**config.mk**
```make
export PLATFORM = sky130hd
export DESIGN_NAME = ccr_top
export DESIGN_NICKNAME = d
export VERILOG_FILES = /design/src/hw/ccr_pkg.sv /design/src/hw/ccr_top.sv
export VERILOG_INCLUDE_DIRS = /design/src /design/src/hw
export SDC_FILE = /design/constraint.sdc
export NUM_CORES = 1
export LEC_CHECK = 0
export CAP_MARGIN = 20
export CORE_UTILIZATION = 45
export DETAILED_ROUTE_END_ITERATION = 8
export DONT_BUFFER_PORTS = 1
export PLACE_DENSITY = 0.61
export SETUP_SLACK_MARGIN = 0.02
export SKIP_LAST_GASP = 1
export SYNTH_ARGS = -nofsm -noshare
export SYNTH_HDL_FRONTEND = slang
export SYNTH_SLANG_ARGS = --single-unit
```
**constraint.sdc**
```tcl
create_clock -name mclk_i -period 2 [get_ports mclk_i]
set_input_delay 0.1 -clock mclk_i [delete_from_list [all_inputs] [get_ports mclk_i]]
set_output_delay 0.1 -clock mclk_i [all_outputs]
set_load 0.02 [all_outputs]
```
**src/hw/ccr_regs.svh**
```systemverilog
// Operation
// RULE_01: Rise enable set: rising result edge sets flag
// RULE_02: Fall enable set: falling result edge sets flag
// RULE_03: Negative codes 000-011 route negative pins 0-3
// RULE_04: Negative 110 reference buffer two, 111 ground
// RULE_05: Negative codes 100, 101 leave input open
// RULE_06: Positive 000 routes pin 0, 001 pin 1
// RULE_07: Positive code 101 routes converter output
// RULE_08: Positive 110 reference buffer two, 111 ground
// RULE_09: Positive codes 010, 011, 100 leave input open
// RULE_10: Mirror bit 1 copies comparator 2, read-only
// RULE_11: Mirror bit 0 copies comparator 1, read-only
// RULE_12: Upper unimplemented bits ignore writes, read zero
// RULE_13: Enables and selects reset to zero, read/write
// RULE_14: Mirror bits read-only, zero after any reset
// RULE_15: Sync option: output updates on timer falling edge
// RULE_16: Edges detected on synchronised result, flag sticky
// RULE_17: Both enables set: any change sets flag
`ifndef CCR_REGS_SVH
`define CCR_REGS_SVH
`define CCR_A_EDGE1 8'h00
`define CCR_A_NSEL1 8'h04
`define CCR_A_PSEL1 8'h08
`define CCR_A_EDGE2 8'h0c
`define CCR_A_NSEL2 8'h10
`define CCR_A_PSEL2 8'h14
`define CCR_A_MIRROR 8'h18
`define CCR_A_STATUS 8'h1c
`define CCR_A_MASK 8'h20
`define CCR_CH_STRIDE 8'h0c
`define CCR_B_FALL 0
`define CCR_B_RISE 1
`define CCR_ZERO2 2'h0
`define CCR_ZERO3 3'h0
`define CCR_ZERO32 32'h0
`define CCR_SEL_N0 3'h0
`define CCR_SEL_N1 3'h1
`define CCR_SEL_N2 3'h2
`define CCR_SEL_N3 3'h3
`define CCR_SEL_REF 3'h6
`define CCR_SEL_GND 3'h7
`define CCR_SEL_DAC 3'h5
// Negative route one-hot: pins 0..3, reference, ground
`define CCR_NR_REF 4
`define CCR_NR_GND 5
// Positive route one-hot: pins 0..1, converter, reference, ground
`define CCR_PR_DAC 2
`define CCR_PR_REF 3
`define CCR_PR_GND 4
`endif

```
**src/hw/ccr_pkg.sv**
```systemverilog
package ccr_pkg;
  typedef struct packed {
    logic sel;
    logic [7:0] addr;
    logic [1:0] trans;
    logic write;
    logic ready;
    logic [31:0] wdata;
  } ccr_ahb_in_t;

  typedef struct packed {
    logic [31:0] rdata;
    logic readyout;
    logic resp;
  } ccr_ahb_out_t;

  typedef struct packed {
    logic [1:0] sync1;
    logic [1:0] sync2;
    logic [1:0] prev;
    logic tclk_prev;
    logic [1:0] out;
    logic [1:0][1:0] edge_en;
    logic [1:0][2:0] nsel;
    logic [1:0][2:0] psel;
    logic [1:0][5:0] nroute;
    logic [1:0][4:0] proute;
    logic [1:0] flag;
    logic [1:0] mask;
    logic irq;
    logic dph;
    logic dwr;
    logic [7:0] daddr;
    ccr_ahb_out_t bus;
  } ccr_state_t;
endpackage

```
**src/hw/ccr_top.sv**
```systemverilog
`timescale 1ns/1ps
`include "ccr_regs.svh"
module ccr_top (
  input wire logic mclk_i, // System clock, 20 MHz
  input wire logic rst_n_i, // Synchronous reset
  input wire logic hsel_i, // Slave select
  input wire logic [31:0] haddr_i, // Byte address
  input wire logic [1:0] htrans_i, // Transfer type
  input wire logic hwrite_i, // Write when high
  input wire logic [2:0] hsize_i, // Word only
  input wire logic [31:0] hwdata_i, // Write data
  input wire logic hready_i, // Bus ready
  output logic [31:0] hrdata_o, // Read data
  output logic hreadyout_o, // Slave ready
  output logic hresp_o, // Always OKAY
  input wire logic [1:0] cmp_result_i, // Raw comparator results
  input wire logic [1:0] sync_en_i, // Per comparator sync option
  input wire logic tmr_clk_i, // Timer clock source, sampled
  output logic [1:0] cmp_out_o, // Result to timer and pin
  output logic [1:0][5:0] neg_route_o, // Inverting input switches
  output logic [1:0][4:0] pos_route_o, // Non-inverting input switches
  output logic [1:0] cmp_irq_flag_o, // Sticky edge flags
  output logic irq_o // Unmasked flag pending
);
  ccr_pkg::ccr_state_t q_reg;
  ccr_pkg::ccr_state_t q_next;
  ccr_pkg::ccr_ahb_in_t bin;
  logic [1:0] rise;
  logic [1:0] fall;
  logic [1:0] hit;
  logic take;
  logic tfall;
  logic [7:0] off;
  logic [31:0] rd;

  assign bin.sel = hsel_i;
  assign bin.addr = haddr_i[7:0];
  assign bin.trans = htrans_i;
  assign bin.write = hwrite_i;
  assign bin.ready = hready_i;
  assign bin.wdata = hwdata_i;

  always_comb
  begin
    q_next = q_reg;
    // Two flops before anything looks at the raw analog result
    q_next.sync1 = cmp_result_i;
    q_next.sync2 = q_reg.sync1;
    q_next.prev = q_reg.sync2;
    q_next.tclk_prev = tmr_clk_i;
    tfall = q_reg.tclk_prev & ~tmr_clk_i;
    rise = q_reg.sync2 & ~q_reg.prev; // see RULE_16
    fall = ~q_reg.sync2 & q_reg.prev; // see RULE_16
    for (int i = 0; i < 2; i++)
    begin
      hit[i] = (rise[i] & q_reg.edge_en[i][`CCR_B_RISE]) // see RULE_01, RULE_17
        | (fall[i] & q_reg.edge_en[i][`CCR_B_FALL]); // see RULE_02, RULE_17
      // Synced path adds latency but keeps the pin glitch-free
      if (!sync_en_i[i] || tfall)
        q_next.out[i] = q_reg.sync2[i]; // see RULE_15
      q_next.nroute[i] = '0;
      unique case (q_reg.nsel[i])
        `CCR_SEL_N0, `CCR_SEL_N1, `CCR_SEL_N2, `CCR_SEL_N3:
          q_next.nroute[i][q_reg.nsel[i][1:0]] = 1'b1; // see RULE_03
        `CCR_SEL_REF: q_next.nroute[i][`CCR_NR_REF] = 1'b1; // see RULE_04
        `CCR_SEL_GND: q_next.nroute[i][`CCR_NR_GND] = 1'b1; // see RULE_04
        default: q_next.nroute[i] = '0; // see RULE_05
      endcase
      q_next.proute[i] = '0;
      unique case (q_reg.psel[i])
        `CCR_SEL_N0, `CCR_SEL_N1:
          q_next.proute[i][q_reg.psel[i][0]] = 1'b1; // see RULE_06
        `CCR_SEL_DAC: q_next.proute[i][`CCR_PR_DAC] = 1'b1; // see RULE_07
        `CCR_SEL_REF: q_next.proute[i][`CCR_PR_REF] = 1'b1; // see RULE_08
        `CCR_SEL_GND: q_next.proute[i][`CCR_PR_GND] = 1'b1; // see RULE_08
        default: q_next.proute[i] = '0; // see RULE_09
      endcase
    end
    // Bus: one wait state so a read never races a write
    take = bin.sel & bin.trans[1] & bin.ready;
    q_next.dph = take;
    q_next.dwr = take & bin.write;
    q_next.daddr = take ? bin.addr : q_reg.daddr;
    q_next.bus.readyout = ~take;
    q_next.bus.resp = 1'b0;
    off = q_reg.daddr;
    rd = `CCR_ZERO32;
    for (int i = 0; i < 2; i++)
    begin
      if (off == `CCR_A_EDGE1 + 8'(i) * `CCR_CH_STRIDE)
        rd = {30'h0, q_reg.edge_en[i]}; // see RULE_12
      if (off == `CCR_A_NSEL1 + 8'(i) * `CCR_CH_STRIDE)
        rd = {29'h0, q_reg.nsel[i]};
      if (off == `CCR_A_PSEL1 + 8'(i) * `CCR_CH_STRIDE)
        rd = {29'h0, q_reg.psel[i]};
    end
    if (off == `CCR_A_MIRROR)
      rd = {30'h0, q_reg.sync2}; // see RULE_10, RULE_11, RULE_14
    if (off == `CCR_A_STATUS)
      rd = {30'h0, q_reg.flag};
    if (off == `CCR_A_MASK)
      rd = {30'h0, q_reg.mask};
    q_next.bus.rdata = (q_reg.dph && !q_reg.dwr) ? rd : `CCR_ZERO32;
    // Set wins over write-one-to-clear
    q_next.flag = q_reg.flag | hit; // see RULE_16
    if (q_reg.dwr)
    begin
      for (int i = 0; i < 2; i++)
      begin
        if (off == `CCR_A_EDGE1 + 8'(i) * `CCR_CH_STRIDE)
          q_next.edge_en[i] = bin.wdata[1:0]; // see RULE_13
        if (off == `CCR_A_NSEL1 + 8'(i) * `CCR_CH_STRIDE)
          q_next.nsel[i] = bin.wdata[2:0]; // see RULE_13
        if (off == `CCR_A_PSEL1 + 8'(i) * `CCR_CH_STRIDE)
          q_next.psel[i] = bin.wdata[2:0]; // see RULE_13
      end
      if (off == `CCR_A_STATUS)
        q_next.flag = (q_reg.flag & ~bin.wdata[1:0]) | hit;
      if (off == `CCR_A_MASK)
        q_next.mask = bin.wdata[1:0];
    end
    q_next.irq = |(q_next.flag & q_next.mask);
  end

  always_ff @(posedge mclk_i)
  begin
    if (!rst_n_i)
    begin
      q_reg <= '0; // see RULE_13, RULE_14
      q_reg.bus.readyout <= 1'b1;
    end
    else
      q_reg <= q_next;
  end

  assign hrdata_o = q_reg.bus.rdata;
  assign hreadyout_o = q_reg.bus.readyout;
  assign hresp_o = q_reg.bus.resp;
  assign cmp_out_o = q_reg.out;
  assign neg_route_o = q_reg.nroute;
  assign pos_route_o = q_reg.proute;
  assign cmp_irq_flag_o = q_reg.flag;
  assign irq_o = q_reg.irq;

  AST_RISE_SETS: assert property (@(posedge mclk_i) disable iff (!rst_n_i) // see RULE_01
    (q_reg.sync2[0] && !q_reg.prev[0] && q_reg.edge_en[0][`CCR_B_RISE]) |=> q_reg.flag[0])
    else $error("rising edge did not set flag 0");
  AST_FALL_SETS: assert property (@(posedge mclk_i) disable iff (!rst_n_i) // see RULE_02
    (!q_reg.sync2[1] && q_reg.prev[1] && q_reg.edge_en[1][`CCR_B_FALL]) |=> q_reg.flag[1])
    else $error("falling edge did not set flag 1");
  AST_NO_EDGE_NO_SET: assert property (@(posedge mclk_i) disable iff (!rst_n_i) // see RULE_16
    (!q_reg.flag[0] && (q_reg.sync2[0] == q_reg.prev[0])) |=> !q_reg.flag[0])
    else $error("flag 0 set without an edge");
  AST_NEG_PIN: assert property (@(posedge mclk_i) disable iff (!rst_n_i) // see RULE_03
    (q_reg.nsel[0] == `CCR_SEL_N3) ##1 $stable(q_reg.nsel[0])
      |-> q_reg.nroute[0] == 6'h08)
    else $error("negative pin 3 not routed");
  AST_NEG_OPEN: assert property (@(posedge mclk_i) disable iff (!rst_n_i) // see RULE_05
    (q_reg.nsel[1][2:1] == 2'h2) ##1 $stable(q_reg.nsel[1]) |-> q_reg.nroute[1] == 6'h00)
    else $error("negative input not left open");
  AST_POS_DAC: assert property (@(posedge mclk_i) disable iff (!rst_n_i) // see RULE_07
    (q_reg.psel[0] == `CCR_SEL_DAC) ##1 $stable(q_reg.psel[0])
      |-> q_reg.proute[0] == 5'h04)
    else $error("converter not routed");
  AST_POS_GND: assert property (@(posedge mclk_i) disable iff (!rst_n_i) // see RULE_08
    (q_reg.psel[1] == `CCR_SEL_GND) ##1 $stable(q_reg.psel[1])
      |-> q_reg.proute[1] == 5'h10)
    else $error("ground not routed");
  AST_MIRROR_READ: assert property (@(posedge mclk_i) disable iff (!rst_n_i) // see RULE_10
    (q_reg.dph && !q_reg.dwr && q_reg.daddr == `CCR_A_MIRROR)
      |=> hrdata_o == {30'h0, $past(q_reg.sync2)})
    else $error("mirror read mismatch");
  AST_SYNC_HOLD: assert property (@(posedge mclk_i) disable iff (!rst_n_i) // see RULE_15
    (sync_en_i[0] && !(q_reg.tclk_prev && !tmr_clk_i)) |=> $stable(q_reg.out[0]))
    else $error("synced output moved without timer falling edge");
  AST_WAIT_STATE: assert property (@(posedge mclk_i) disable iff (!rst_n_i) // see RULE_12
    (hsel_i && htrans_i[1] && hready_i) |=> !hreadyout_o ##1 hreadyout_o)
    else $error("bus wait state wrong");

  // Reset checks run without disable so the reset branch itself is covered
  AST_RESET_CTRL: assert property (@(posedge mclk_i) // see RULE_13
    !rst_n_i
    |=> q_reg.edge_en == '0 && q_reg.nsel == '0 && q_reg.psel == '0)
    else $error("control fields not cleared by reset");
  AST_RESET_MIRROR: assert property (@(posedge mclk_i) // see RULE_14
    !rst_n_i
    |=> q_reg.sync2 == 2'h0 && cmp_irq_flag_o == 2'h0 && hreadyout_o)
    else $error("mirror or flags not cleared by reset");
  AST_RESP_OKAY: assert property (@(posedge mclk_i) disable iff (!rst_n_i) // see RULE_12
    hreadyout_o
    |-> !hresp_o)
    else $error("response not okay");
  AST_UPPER_ZERO: assert property (@(posedge mclk_i) disable iff (!rst_n_i) // see RULE_12
    hreadyout_o
    |-> hrdata_o[31:3] == 29'h0)
    else $error("upper read bits not zero");
  AST_RDATA_IDLE: assert property (@(posedge mclk_i) disable iff (!rst_n_i) // see RULE_12
    !(q_reg.dph && !q_reg.dwr)
    |=> hrdata_o == 32'h0)
    else $error("read data outside a read");
  AST_IRQ_LEVEL: assert property (@(posedge mclk_i) disable iff (!rst_n_i) // see RULE_16
    irq_o == |(cmp_irq_flag_o & q_reg.mask))
    else $error("interrupt level wrong");

  // Per comparator checks; both channels share one register layout
  for (genvar ch = 0; ch < 2; ch++)
  begin : g_chk
    localparam logic [7:0] edge_addr = `CCR_A_EDGE1 + 8'(ch) * `CCR_CH_STRIDE;
    localparam logic [7:0] nsel_addr = `CCR_A_NSEL1 + 8'(ch) * `CCR_CH_STRIDE;
    localparam logic [7:0] psel_addr = `CCR_A_PSEL1 + 8'(ch) * `CCR_CH_STRIDE;

    AST_N_PIN0: assert property (@(posedge mclk_i) disable iff (!rst_n_i) // see RULE_03
      q_reg.nsel[ch] == `CCR_SEL_N0
      |=> q_reg.nroute[ch] == 6'h01)
      else $error("negative code 0 misrouted");
    AST_N_PIN1: assert property (@(posedge mclk_i) disable iff (!rst_n_i) // see RULE_03
      q_reg.nsel[ch] == `CCR_SEL_N1
      |=> q_reg.nroute[ch] == 6'h02)
      else $error("negative code 1 misrouted");
    AST_N_PIN2: assert property (@(posedge mclk_i) disable iff (!rst_n_i) // see RULE_03
      q_reg.nsel[ch] == `CCR_SEL_N2
      |=> q_reg.nroute[ch] == 6'h04)
      else $error("negative code 2 misrouted");
    AST_N_PIN3: assert property (@(posedge mclk_i) disable iff (!rst_n_i) // see RULE_03
      q_reg.nsel[ch] == `CCR_SEL_N3
      |=> q_reg.nroute[ch] == 6'h08)
      else $error("negative code 3 misrouted");
    AST_N_OPEN4: assert property (@(posedge mclk_i) disable iff (!rst_n_i) // see RULE_05
      q_reg.nsel[ch] == 3'h4
      |=> q_reg.nroute[ch] == 6'h00)
      else $error("negative code 4 not open");
    AST_N_OPEN5: assert property (@(posedge mclk_i) disable iff (!rst_n_i) // see RULE_05
      q_reg.nsel[ch] == 3'h5
      |=> q_reg.nroute[ch] == 6'h00)
      else $error("negative code 5 not open");
    AST_N_REF: assert property (@(posedge mclk_i) disable iff (!rst_n_i) // see RULE_04
      q_reg.nsel[ch] == `CCR_SEL_REF
      |=> q_reg.nroute[ch] == 6'h10)
      else $error("negative reference misrouted");
    AST_N_GND: assert property (@(posedge mclk_i) disable iff (!rst_n_i) // see RULE_04
      q_reg.nsel[ch] == `CCR_SEL_GND
      |=> q_reg.nroute[ch] == 6'h20)
      else $error("negative ground misrouted");
    AST_N_ONEHOT: assert property (@(posedge mclk_i) disable iff (!rst_n_i) // see RULE_03
      $onehot0(q_reg.nroute[ch]))
      else $error("two negative sources at once");

    AST_P_PIN0: assert property (@(posedge mclk_i) disable iff (!rst_n_i) // see RULE_06
      q_reg.psel[ch] == `CCR_SEL_N0
      |=> q_reg.proute[ch] == 5'h01)
      else $error("positive code 0 misrouted");
    AST_P_PIN1: assert property (@(posedge mclk_i) disable iff (!rst_n_i) // see RULE_06
      q_reg.psel[ch] == `CCR_SEL_N1
      |=> q_reg.proute[ch] == 5'h02)
      else $error("positive code 1 misrouted");
    AST_P_OPEN2: assert property (@(posedge mclk_i) disable iff (!rst_n_i) // see RULE_09
      q_reg.psel[ch] == 3'h2
      |=> q_reg.proute[ch] == 5'h00)
      else $error("positive code 2 not open");
    AST_P_OPEN3: assert property (@(posedge mclk_i) disable iff (!rst_n_i) // see RULE_09
      q_reg.psel[ch] == 3'h3
      |=> q_reg.proute[ch] == 5'h00)
      else $error("positive code 3 not open");
    AST_P_OPEN4: assert property (@(posedge mclk_i) disable iff (!rst_n_i) // see RULE_09
      q_reg.psel[ch] == 3'h4
      |=> q_reg.proute[ch] == 5'h00)
      else $error("positive code 4 not open");
    AST_P_DAC: assert property (@(posedge mclk_i) disable iff (!rst_n_i) // see RULE_07
      q_reg.psel[ch] == `CCR_SEL_DAC
      |=> q_reg.proute[ch] == 5'h04)
      else $error("positive converter misrouted");
    AST_P_REF: assert property (@(posedge mclk_i) disable iff (!rst_n_i) // see RULE_08
      q_reg.psel[ch] == `CCR_SEL_REF
      |=> q_reg.proute[ch] == 5'h08)
      else $error("positive reference misrouted");
    AST_P_GND: assert property (@(posedge mclk_i) disable iff (!rst_n_i) // see RULE_08
      q_reg.psel[ch] == `CCR_SEL_GND
      |=> q_reg.proute[ch] == 5'h10)
      else $error("positive ground misrouted");
    AST_P_ONEHOT: assert property (@(posedge mclk_i) disable iff (!rst_n_i) // see RULE_06
      $onehot0(q_reg.proute[ch]))
      else $error("two positive sources at once");

    AST_RISE_ON: assert property (@(posedge mclk_i) disable iff (!rst_n_i) // see RULE_01
      q_reg.sync2[ch] && !q_reg.prev[ch] && q_reg.edge_en[ch][`CCR_B_RISE]
      |=> q_reg.flag[ch])
      else $error("enabled rise did not set flag");
    AST_FALL_ON: assert property (@(posedge mclk_i) disable iff (!rst_n_i) // see RULE_02
      !q_reg.sync2[ch] && q_reg.prev[ch] && q_reg.edge_en[ch][`CCR_B_FALL]
      |=> q_reg.flag[ch])
      else $error("enabled fall did not set flag");
    AST_RISE_OFF: assert property (@(posedge mclk_i) disable iff (!rst_n_i) // see RULE_01
      !q_reg.flag[ch] && q_reg.sync2[ch] && !q_reg.prev[ch]
      && !q_reg.edge_en[ch][`CCR_B_RISE]
      |=> !q_reg.flag[ch])
      else $error("disabled rise set flag");
    AST_FALL_OFF: assert property (@(posedge mclk_i) disable iff (!rst_n_i) // see RULE_02
      !q_reg.flag[ch] && !q_reg.sync2[ch] && q_reg.prev[ch]
      && !q_reg.edge_en[ch][`CCR_B_FALL]
      |=> !q_reg.flag[ch])
      else $error("disabled fall set flag");
    AST_ANY_EDGE: assert property (@(posedge mclk_i) disable iff (!rst_n_i) // see RULE_17
      q_reg.edge_en[ch] == 2'h3 && q_reg.sync2[ch] != q_reg.prev[ch]
      |=> q_reg.flag[ch])
      else $error("change with both enables missed");
    AST_FLAG_HOLD: assert property (@(posedge mclk_i) disable iff (!rst_n_i) // see RULE_16
      q_reg.flag[ch] && !(q_reg.dwr && q_reg.daddr == `CCR_A_STATUS)
      |=> q_reg.flag[ch])
      else $error("flag dropped without a clear");
    AST_FLAG_CLEAR: assert property (@(posedge mclk_i) disable iff (!rst_n_i) // see RULE_16
      q_reg.dwr && q_reg.daddr == `CCR_A_STATUS && hwdata_i[ch] && !hit[ch]
      |=> !q_reg.flag[ch])
      else $error("write one did not clear flag");
    AST_SET_WINS: assert property (@(posedge mclk_i) disable iff (!rst_n_i) // see RULE_16
      q_reg.dwr && q_reg.daddr == `CCR_A_STATUS && hwdata_i[ch] && hit[ch]
      |=> q_reg.flag[ch])
      else $error("clear beat a new edge");
    AST_PREV_FOLLOW: assert property (@(posedge mclk_i) disable iff (!rst_n_i) // see RULE_16
      q_reg.sync2[ch] != q_reg.prev[ch]
      |=> q_reg.prev[ch] == $past(q_reg.sync2[ch]))
      else $error("edge history stage stuck");

    AST_OUT_DIRECT: assert property (@(posedge mclk_i) disable iff (!rst_n_i) // see RULE_15
      !sync_en_i[ch]
      |=> cmp_out_o[ch] == $past(q_reg.sync2[ch]))
      else $error("direct output does not follow");
    AST_OUT_SYNC: assert property (@(posedge mclk_i) disable iff (!rst_n_i) // see RULE_15
      sync_en_i[ch] && q_reg.tclk_prev && !tmr_clk_i
      |=> cmp_out_o[ch] == $past(q_reg.sync2[ch]))
      else $error("synced output missed timer fall");
    AST_OUT_HOLD: assert property (@(posedge mclk_i) disable iff (!rst_n_i) // see RULE_15
      sync_en_i[ch] && !(q_reg.tclk_prev && !tmr_clk_i)
      |=> $stable(cmp_out_o[ch]))
      else $error("synced output moved early");

    AST_EDGE_WR: assert property (@(posedge mclk_i) disable iff (!rst_n_i) // see RULE_13
      q_reg.dwr && q_reg.daddr == edge_addr
      |=> q_reg.edge_en[ch] == $past(hwdata_i[1:0]))
      else $error("edge enable write lost");
    AST_NSEL_WR: assert property (@(posedge mclk_i) disable iff (!rst_n_i) // see RULE_13
      q_reg.dwr && q_reg.daddr == nsel_addr
      |=> q_reg.nsel[ch] == $past(hwdata_i[2:0]))
      else $error("negative select write lost");
    AST_PSEL_WR: assert property (@(posedge mclk_i) disable iff (!rst_n_i) // see RULE_13
      q_reg.dwr && q_reg.daddr == psel_addr
      |=> q_reg.psel[ch] == $past(hwdata_i[2:0]))
      else $error("positive select write lost");
    AST_EDGE_KEEP: assert property (@(posedge mclk_i) disable iff (!rst_n_i) // see RULE_13
      !(q_reg.dwr && q_reg.daddr == edge_addr)
      |=> $stable(q_reg.edge_en[ch]))
      else $error("edge enable changed unasked");
    AST_NSEL_KEEP: assert property (@(posedge mclk_i) disable iff (!rst_n_i) // see RULE_13
      !(q_reg.dwr && q_reg.daddr == nsel_addr)
      |=> $stable(q_reg.nsel[ch]))
      else $error("negative select changed unasked");
    AST_PSEL_KEEP: assert property (@(posedge mclk_i) disable iff (!rst_n_i) // see RULE_13
      !(q_reg.dwr && q_reg.daddr == psel_addr)
      |=> $stable(q_reg.psel[ch]))
      else $error("positive select changed unasked");

    AST_EDGE_RD: assert property (@(posedge mclk_i) disable iff (!rst_n_i) // see RULE_12
      q_reg.dph && !q_reg.dwr && q_reg.daddr == edge_addr
      |=> hrdata_o == {30'h0, $past(q_reg.edge_en[ch])})
      else $error("edge enable read wrong");
    AST_NSEL_RD: assert property (@(posedge mclk_i) disable iff (!rst_n_i) // see RULE_12
      q_reg.dph && !q_reg.dwr && q_reg.daddr == nsel_addr
      |=> hrdata_o == {29'h0, $past(q_reg.nsel[ch])})
      else $error("negative select read wrong");
    AST_PSEL_RD: assert property (@(posedge mclk_i) disable iff (!rst_n_i) // see RULE_12
      q_reg.dph && !q_reg.dwr && q_reg.daddr == psel_addr
      |=> hrdata_o == {29'h0, $past(q_reg.psel[ch])})
      else $error("positive select read wrong");
  end
endmodule

```
Yosys cells after proc, flatten, opt, wreduce, memory -nomap -nowiden:

Cells that the tools add are included.

* logic and storage cells: 151
* bits of input ports: 79
* output and inout port bits: 61
* register bits: 96

* multiplexer cells: 30
* bitwise operators: 23
* eq/ne operators: 26
* reduce and logical (&&, ||, !) cells: 33
* order comparisons: 8

Operators by type and width (number)
* 2-to-1 mux 32 bit: 8
* equality test 8 x 5 -> 1 bit, second input constant: 4
* equality test 3 bit, second input constant: 10
* AND reduction 2 bit: 11
* equality test 8 x 4 -> 1 bit, second input constant: 2
* 2-to-1 mux 1 bit: 14
* equality test 3 x 1 -> 1 bit, second input constant: 4
* equality test 3 x 2 -> 1 bit, second input constant: 4
* logical NOT 3 bit: 4
* OR reduction 10 bit: 1
* bitwise AND 1 bit: 8
* bitwise AND 2 bit: 4
* equality test 8 x 3 -> 1 bit, second input constant: 1
* equality test 8 x 6 -> 1 bit, second input constant: 1
* logical NOT 8 bit: 1
* less-than comparator 1 x 4 -> 1 bit, second input constant: 2
* less-than comparator 2 x 4 -> 1 bit, second input constant: 2
* OR reduction 4 bit: 2
* 2-to-1 mux 2 bit: 3
* inverter 2 bit: 3
* OR reduction 2 bit: 3
* logical AND 1 bit: 5
* OR reduction 5 bit: 1
* demux 1 bit (select 2 bit): 2
* 9 further kinds: 20

Depth between registers and ports, before layout:

* depth in word-level cells: 10
* depth in mapped cells: 6
* depth with buffers taken out: 4

Worst setup path before layout:

OpenSTA, ideal clock, no wires.

* kind: reg2reg
* start point: register q_reg (netlist bit off[2])
* end point: register q_reg (netlist bit hrdata_o[0])
* arrival: 1.440 ns
* path buffers: 1
* path slack: 0.444 ns
* clock period less this slack: 1.556 ns
* stages on the path, launching flop included: 6
* cells stage by stage: dfxtp_1 -> clkbuf_1 -> mux4_2 -> nand3_1 -> nand2_1 -> a31o_2

* word-level cells in the longest chain between the ends: 10
* elaborated cells between the ends (all ways): 18
* classes of those cells: eq/ne (8); mux (9); reduce/logical (1)

Ends and longest elaborated chain
* start, declared: line ccr_top.sv:25 `ccr_pkg::ccr_state_t q_reg;`
* start signal, assigned: line ccr_top.sv:133 `q_reg <= q_next;`
* logical NOT 8 bit (no line)
* 2-to-1 mux 2 bit: line ccr_top.sv:90 `` if (off == `CCR_A_EDGE1 + 8'(i) * `CCR_CH_STRIDE) ``
* 2-to-1 mux 32 bit: line ccr_top.sv:92 `` if (off == `CCR_A_NSEL1 + 8'(i) * `CCR_CH_STRIDE) ``
* 2-to-1 mux 32 bit: line ccr_top.sv:94 `` if (off == `CCR_A_PSEL1 + 8'(i) * `CCR_CH_STRIDE) ``
* 2-to-1 mux 32 bit: line ccr_top.sv:90
* 2-to-1 mux 32 bit: line ccr_top.sv:92
* 2-to-1 mux 32 bit: line ccr_top.sv:94
* 2-to-1 mux 32 bit: line ccr_top.sv:97 `` if (off == `CCR_A_MIRROR) ``
* 2-to-1 mux 32 bit: line ccr_top.sv:99 `` if (off == `CCR_A_STATUS) ``
* 2-to-1 mux 32 bit (*): line ccr_top.sv:101 `` if (off == `CCR_A_MASK) ``

Every way passes the cells marked *; elsewhere a longest branch is shown, timed or not.
A chain may end at the register's enable or synchronous reset.

Worst setup path after layout:

* start point: register q_reg (netlist bit off[2])
* end point: register q_reg (netlist bit irq_o)

* word-level cells in the longest chain between the ends: 5
* elaborated cells between the ends (all ways): 7
* classes of those cells: eq/ne (2); mux (3); bitwise (1); reduce/logical (1)

Ends and longest elaborated chain
* equality test 8 x 5 -> 1 bit (no line) / equality test 8 x 6 -> 1 bit (equally long branches)
* 2-to-1 mux 2 bit, on equally long branches: line ccr_top.sv:117, ccr_top.sv:119
* 2-to-1 mux 4 bit (*): line ccr_top.sv:106 `if (q_reg.dwr)`
* bitwise AND 2 bit (*): line ccr_top.sv:122 `q_next.irq = |(q_next.flag & q_next.mask);`
* OR reduction 2 bit (*): line ccr_top.sv:122

Marked as above.

==> results.md <==
- Crit path kind: reg -> reg
- Minimum clock period: between 1500 and 2000 ps
- WL per Instance: between 10 and 15 um
- Mean Syn Cell Area: slightly above 9 um^2
- # H-tree levels: 3
- Crit share post-route: a little over four fifths
- Total overflow reported by the global router: 0
- Post-synth EDFFs: 0
- Clk buf depth: 2
- Finished Layout Cells: roughly 400
- Slew Limit Fails: 0
- Post-CTS Setup Inserts: 0
- Maxcap violations: 0
- Worst-path maximum fanout: 12
- Vias in the first global route: between 1,500 and 2,000
- Final setup fails: 0
- Final core utilization: 49.0%
- Fin Clk Skew: between 7 and 8 ps
- Clock sinks: 66
- Design area: just over 3000 um^2
- Register area: 1320 um^2
- RSZ-0062 raised after global routing: false
- Die X: between 80 and 90 um
- Post-Route Setup TNS: 0 ps
- Highest metal used: met4
- Pin count of the biggest net entering global routing: 27
- Num CTS Buffers: 9
- Layout cells sized above 1: about a tenth
- Die Y: about 83 um
- Final Hold Violating Endpoints: 0
- TritonCTS clock tree: yes
- Max FFs per register: 23
- Synth Warn #: 0
- Synth top area share: 44.8%
- Unique masters post-synth: between 40 and 50
- Crit path cell chain: buf_4 > nor3b_1 > nand4_1 > mux2i_1 > o32ai_1
- Slew at the pin closest to its max-slew limit: a little under 700 ps
- Metal3 WL: 310 um
- CP Capture Type: flop
- Worst-skew pair later-pin latency: 340 ps
- Antenna cells: 0
- Tot Pwr: between 2 and 3 mW
- Vias per cell: around 5.1
- IO buf count: 0
- Std cell rows: 29
- Effective utilization at floorplan: a little under half
- Placed instance area: roughly 2700 um^2
- Ports: 140
- Status: finished, final reports clean
- Max Fclk: 0.589 GHz
- Post-synthesis sequential area ratio: around 45%
- # DRC: 0
- Vias: about 2,000
- Layout area overhead: 5.56%
- Startpoint Class: flop
- First-pass GRT wire length: 9.20 mm
- Post-layout nets: just under 400
- DR WL met2: approximately 2.6 mm
- Crit path largest cell delay: 450 ps
- Placed insts: 357
- M1 WL: around 2.6 mm
- Clock root cell: clkbuf_8
- Hold_ws: ~36 ps
- Area contributors post-synth: dfxtp_1 (45%), buf_4 (15%), mux2i_1 (7.1%), nor2_1 (4.3%), a22o_1 (2.4%)
- Multi-input gate area: 1200 um^2
- Post-synth ARST share: 0%
- Clock-pin slew on the worst setup and hold paths: ~70 ps
- Pwr Density: about 880 nW/um^2
- Initial drt markers: 77
- Final wirelength: roughly 5.6 mm
- Die ar.: between 6000 and 7000 um^2
- Gate count of the mapped netlist: approximately 320
- Register bit count reported by yosys: 66
- RePlAce Congestion: roughly 0.92
- Top FF cell, synth: dfxtp_1
- Pre-CTS setup slack: between 300 and 400 ps
- Dpl hpwl: ~3.7 mm
- Fillers: roughly 640
- Cell Area, Synth: between 2000 and 3000 um^2
- Antenna-violating nets left: 0
- Pre-antenna DRT Iters: 4
- Core area: 6350 um^2
- Slew HR: 54.6%
- Worst Path Arrival: about 1900 ps
- Setup ws final: just over 300 ps
- Synth area leader: dfxtp_1
- Hold crit path type: in -> reg
- Slowest stage cell, crit path: dfxtp_1
- GRT Total Usage: about 17%
- Pleak: around 1.2 nW
- Initial antenna violation count: 0
- Worst EP required: ~2200 ps
- Peak supply drop: 0.000491 V
==> power breakdown <==
| group | switching [mW] | total, mW | internal, mW |
|---|---|---|---|
| logic | 0.116 | 0.180 | 0.0643 |
| registers | 0.0274 | 1.36 | 1.33 |
| clock network | 0.501 | 1.20 | 0.698 |
| total | 0.644 | 2.74 | 2.10 |
==> path summary, 6_finish.rpt <==
path	startpoint	to	slack (ps)	depth (start not counted)
worst max-delay path	off[2]$_SDFFE_PN0P_	irq_o$_SDFF_PN0_	300	5
worst min-delay path	rst_n_i	hrdata_o[1]$_SDFF_PN0_	40	2
worst max register to register	off[2]$_SDFFE_PN0P_	irq_o$_SDFF_PN0_	300	5
worst min register to register	q_next[92]$_SDFF_PN0_	q_next[90]$_SDFF_PN0_	430	1
==> cell usage after synthesis, types with 3 or more instances <==
master,count
dfxtp_1,66
buf_4,59
nor2_1,34
mux2i_1,21
nand2_1,15
nand3_1,13
and2_1,10
nor3_1,10
clkbuf_1,9
a22o_1,8
inv_1,7
a21oi_1,5
buf_2,5
nand2b_1,5
nor4_1,4
o21ai_0,4
o211ai_1,3
o22ai_1,3
==> routing by layer <==
| layer | global-route usage, % | up-vias |
|---|---|---|
| li1 | - | 982 |
| met1 | 22.3 | 914 |
| met2 | 26.8 | 82 |
| met3 | 5.77 | 10 |
| met4 | 7.99 | 0 |
| met5 | 0 | - |
==> layout make-up <==
cell class / count / share of cell area, %
timing repair buffer: 27 / 8.04
tap: 77 / 3.10
multi-input combinational: 198 / 38.4
clock buffer: 9 / 3.98
sequential: 66 / 42.5
inverter: 8 / 0.965
clock inverter: 7 / 3.02
==> layout by cell type, fill, tap and decap left out, types with 3 or more instances in the layout <==
cell,n
a21oi_1,5
a22o_1,8
and2_1,10
buf_4,8
clkbuf_8,9
conb_1,30
dfxtp_1,66
dlygate4sd3_1,19
inv_1,7
mux2i_1,21
nand2_1,15
nand2b_1,5
nand3_1,13
nor2_1,34
nor3_1,10
nor4_1,4
o211ai_1,3
o21ai_0,4
o22ai_1,3
==> critical path, delay by kind of cell, from the launching register on <==
kind | cells | cell delay [ps]
DFF | 1 | 450
and+or+nand+nor | 2 | 460
buffers and inverters | 1 | 240
muxes | 1 | 190
AOI/OAI and AO/OA | 1 | 270
==> logic make-up after synthesis <==
group                  share of synthesized area, %
and+or+nand+nor                                19.8
muxes                                          8.28
buffers and inverters                          18.3
AOI/OAI and AO/OA                              8.70
DFF                                            44.8
other                                         0.127
==> timing repair <==
| item | 4_1_cts | 5_1_grt |
|---|---|---|
| resized for setup | 0 | 0 |
| hold buffers | 19 | 0 |
| endpoints found under the hold margin | 57 | 0 |
Note: power is estimated with default switching activity, not from simulation.
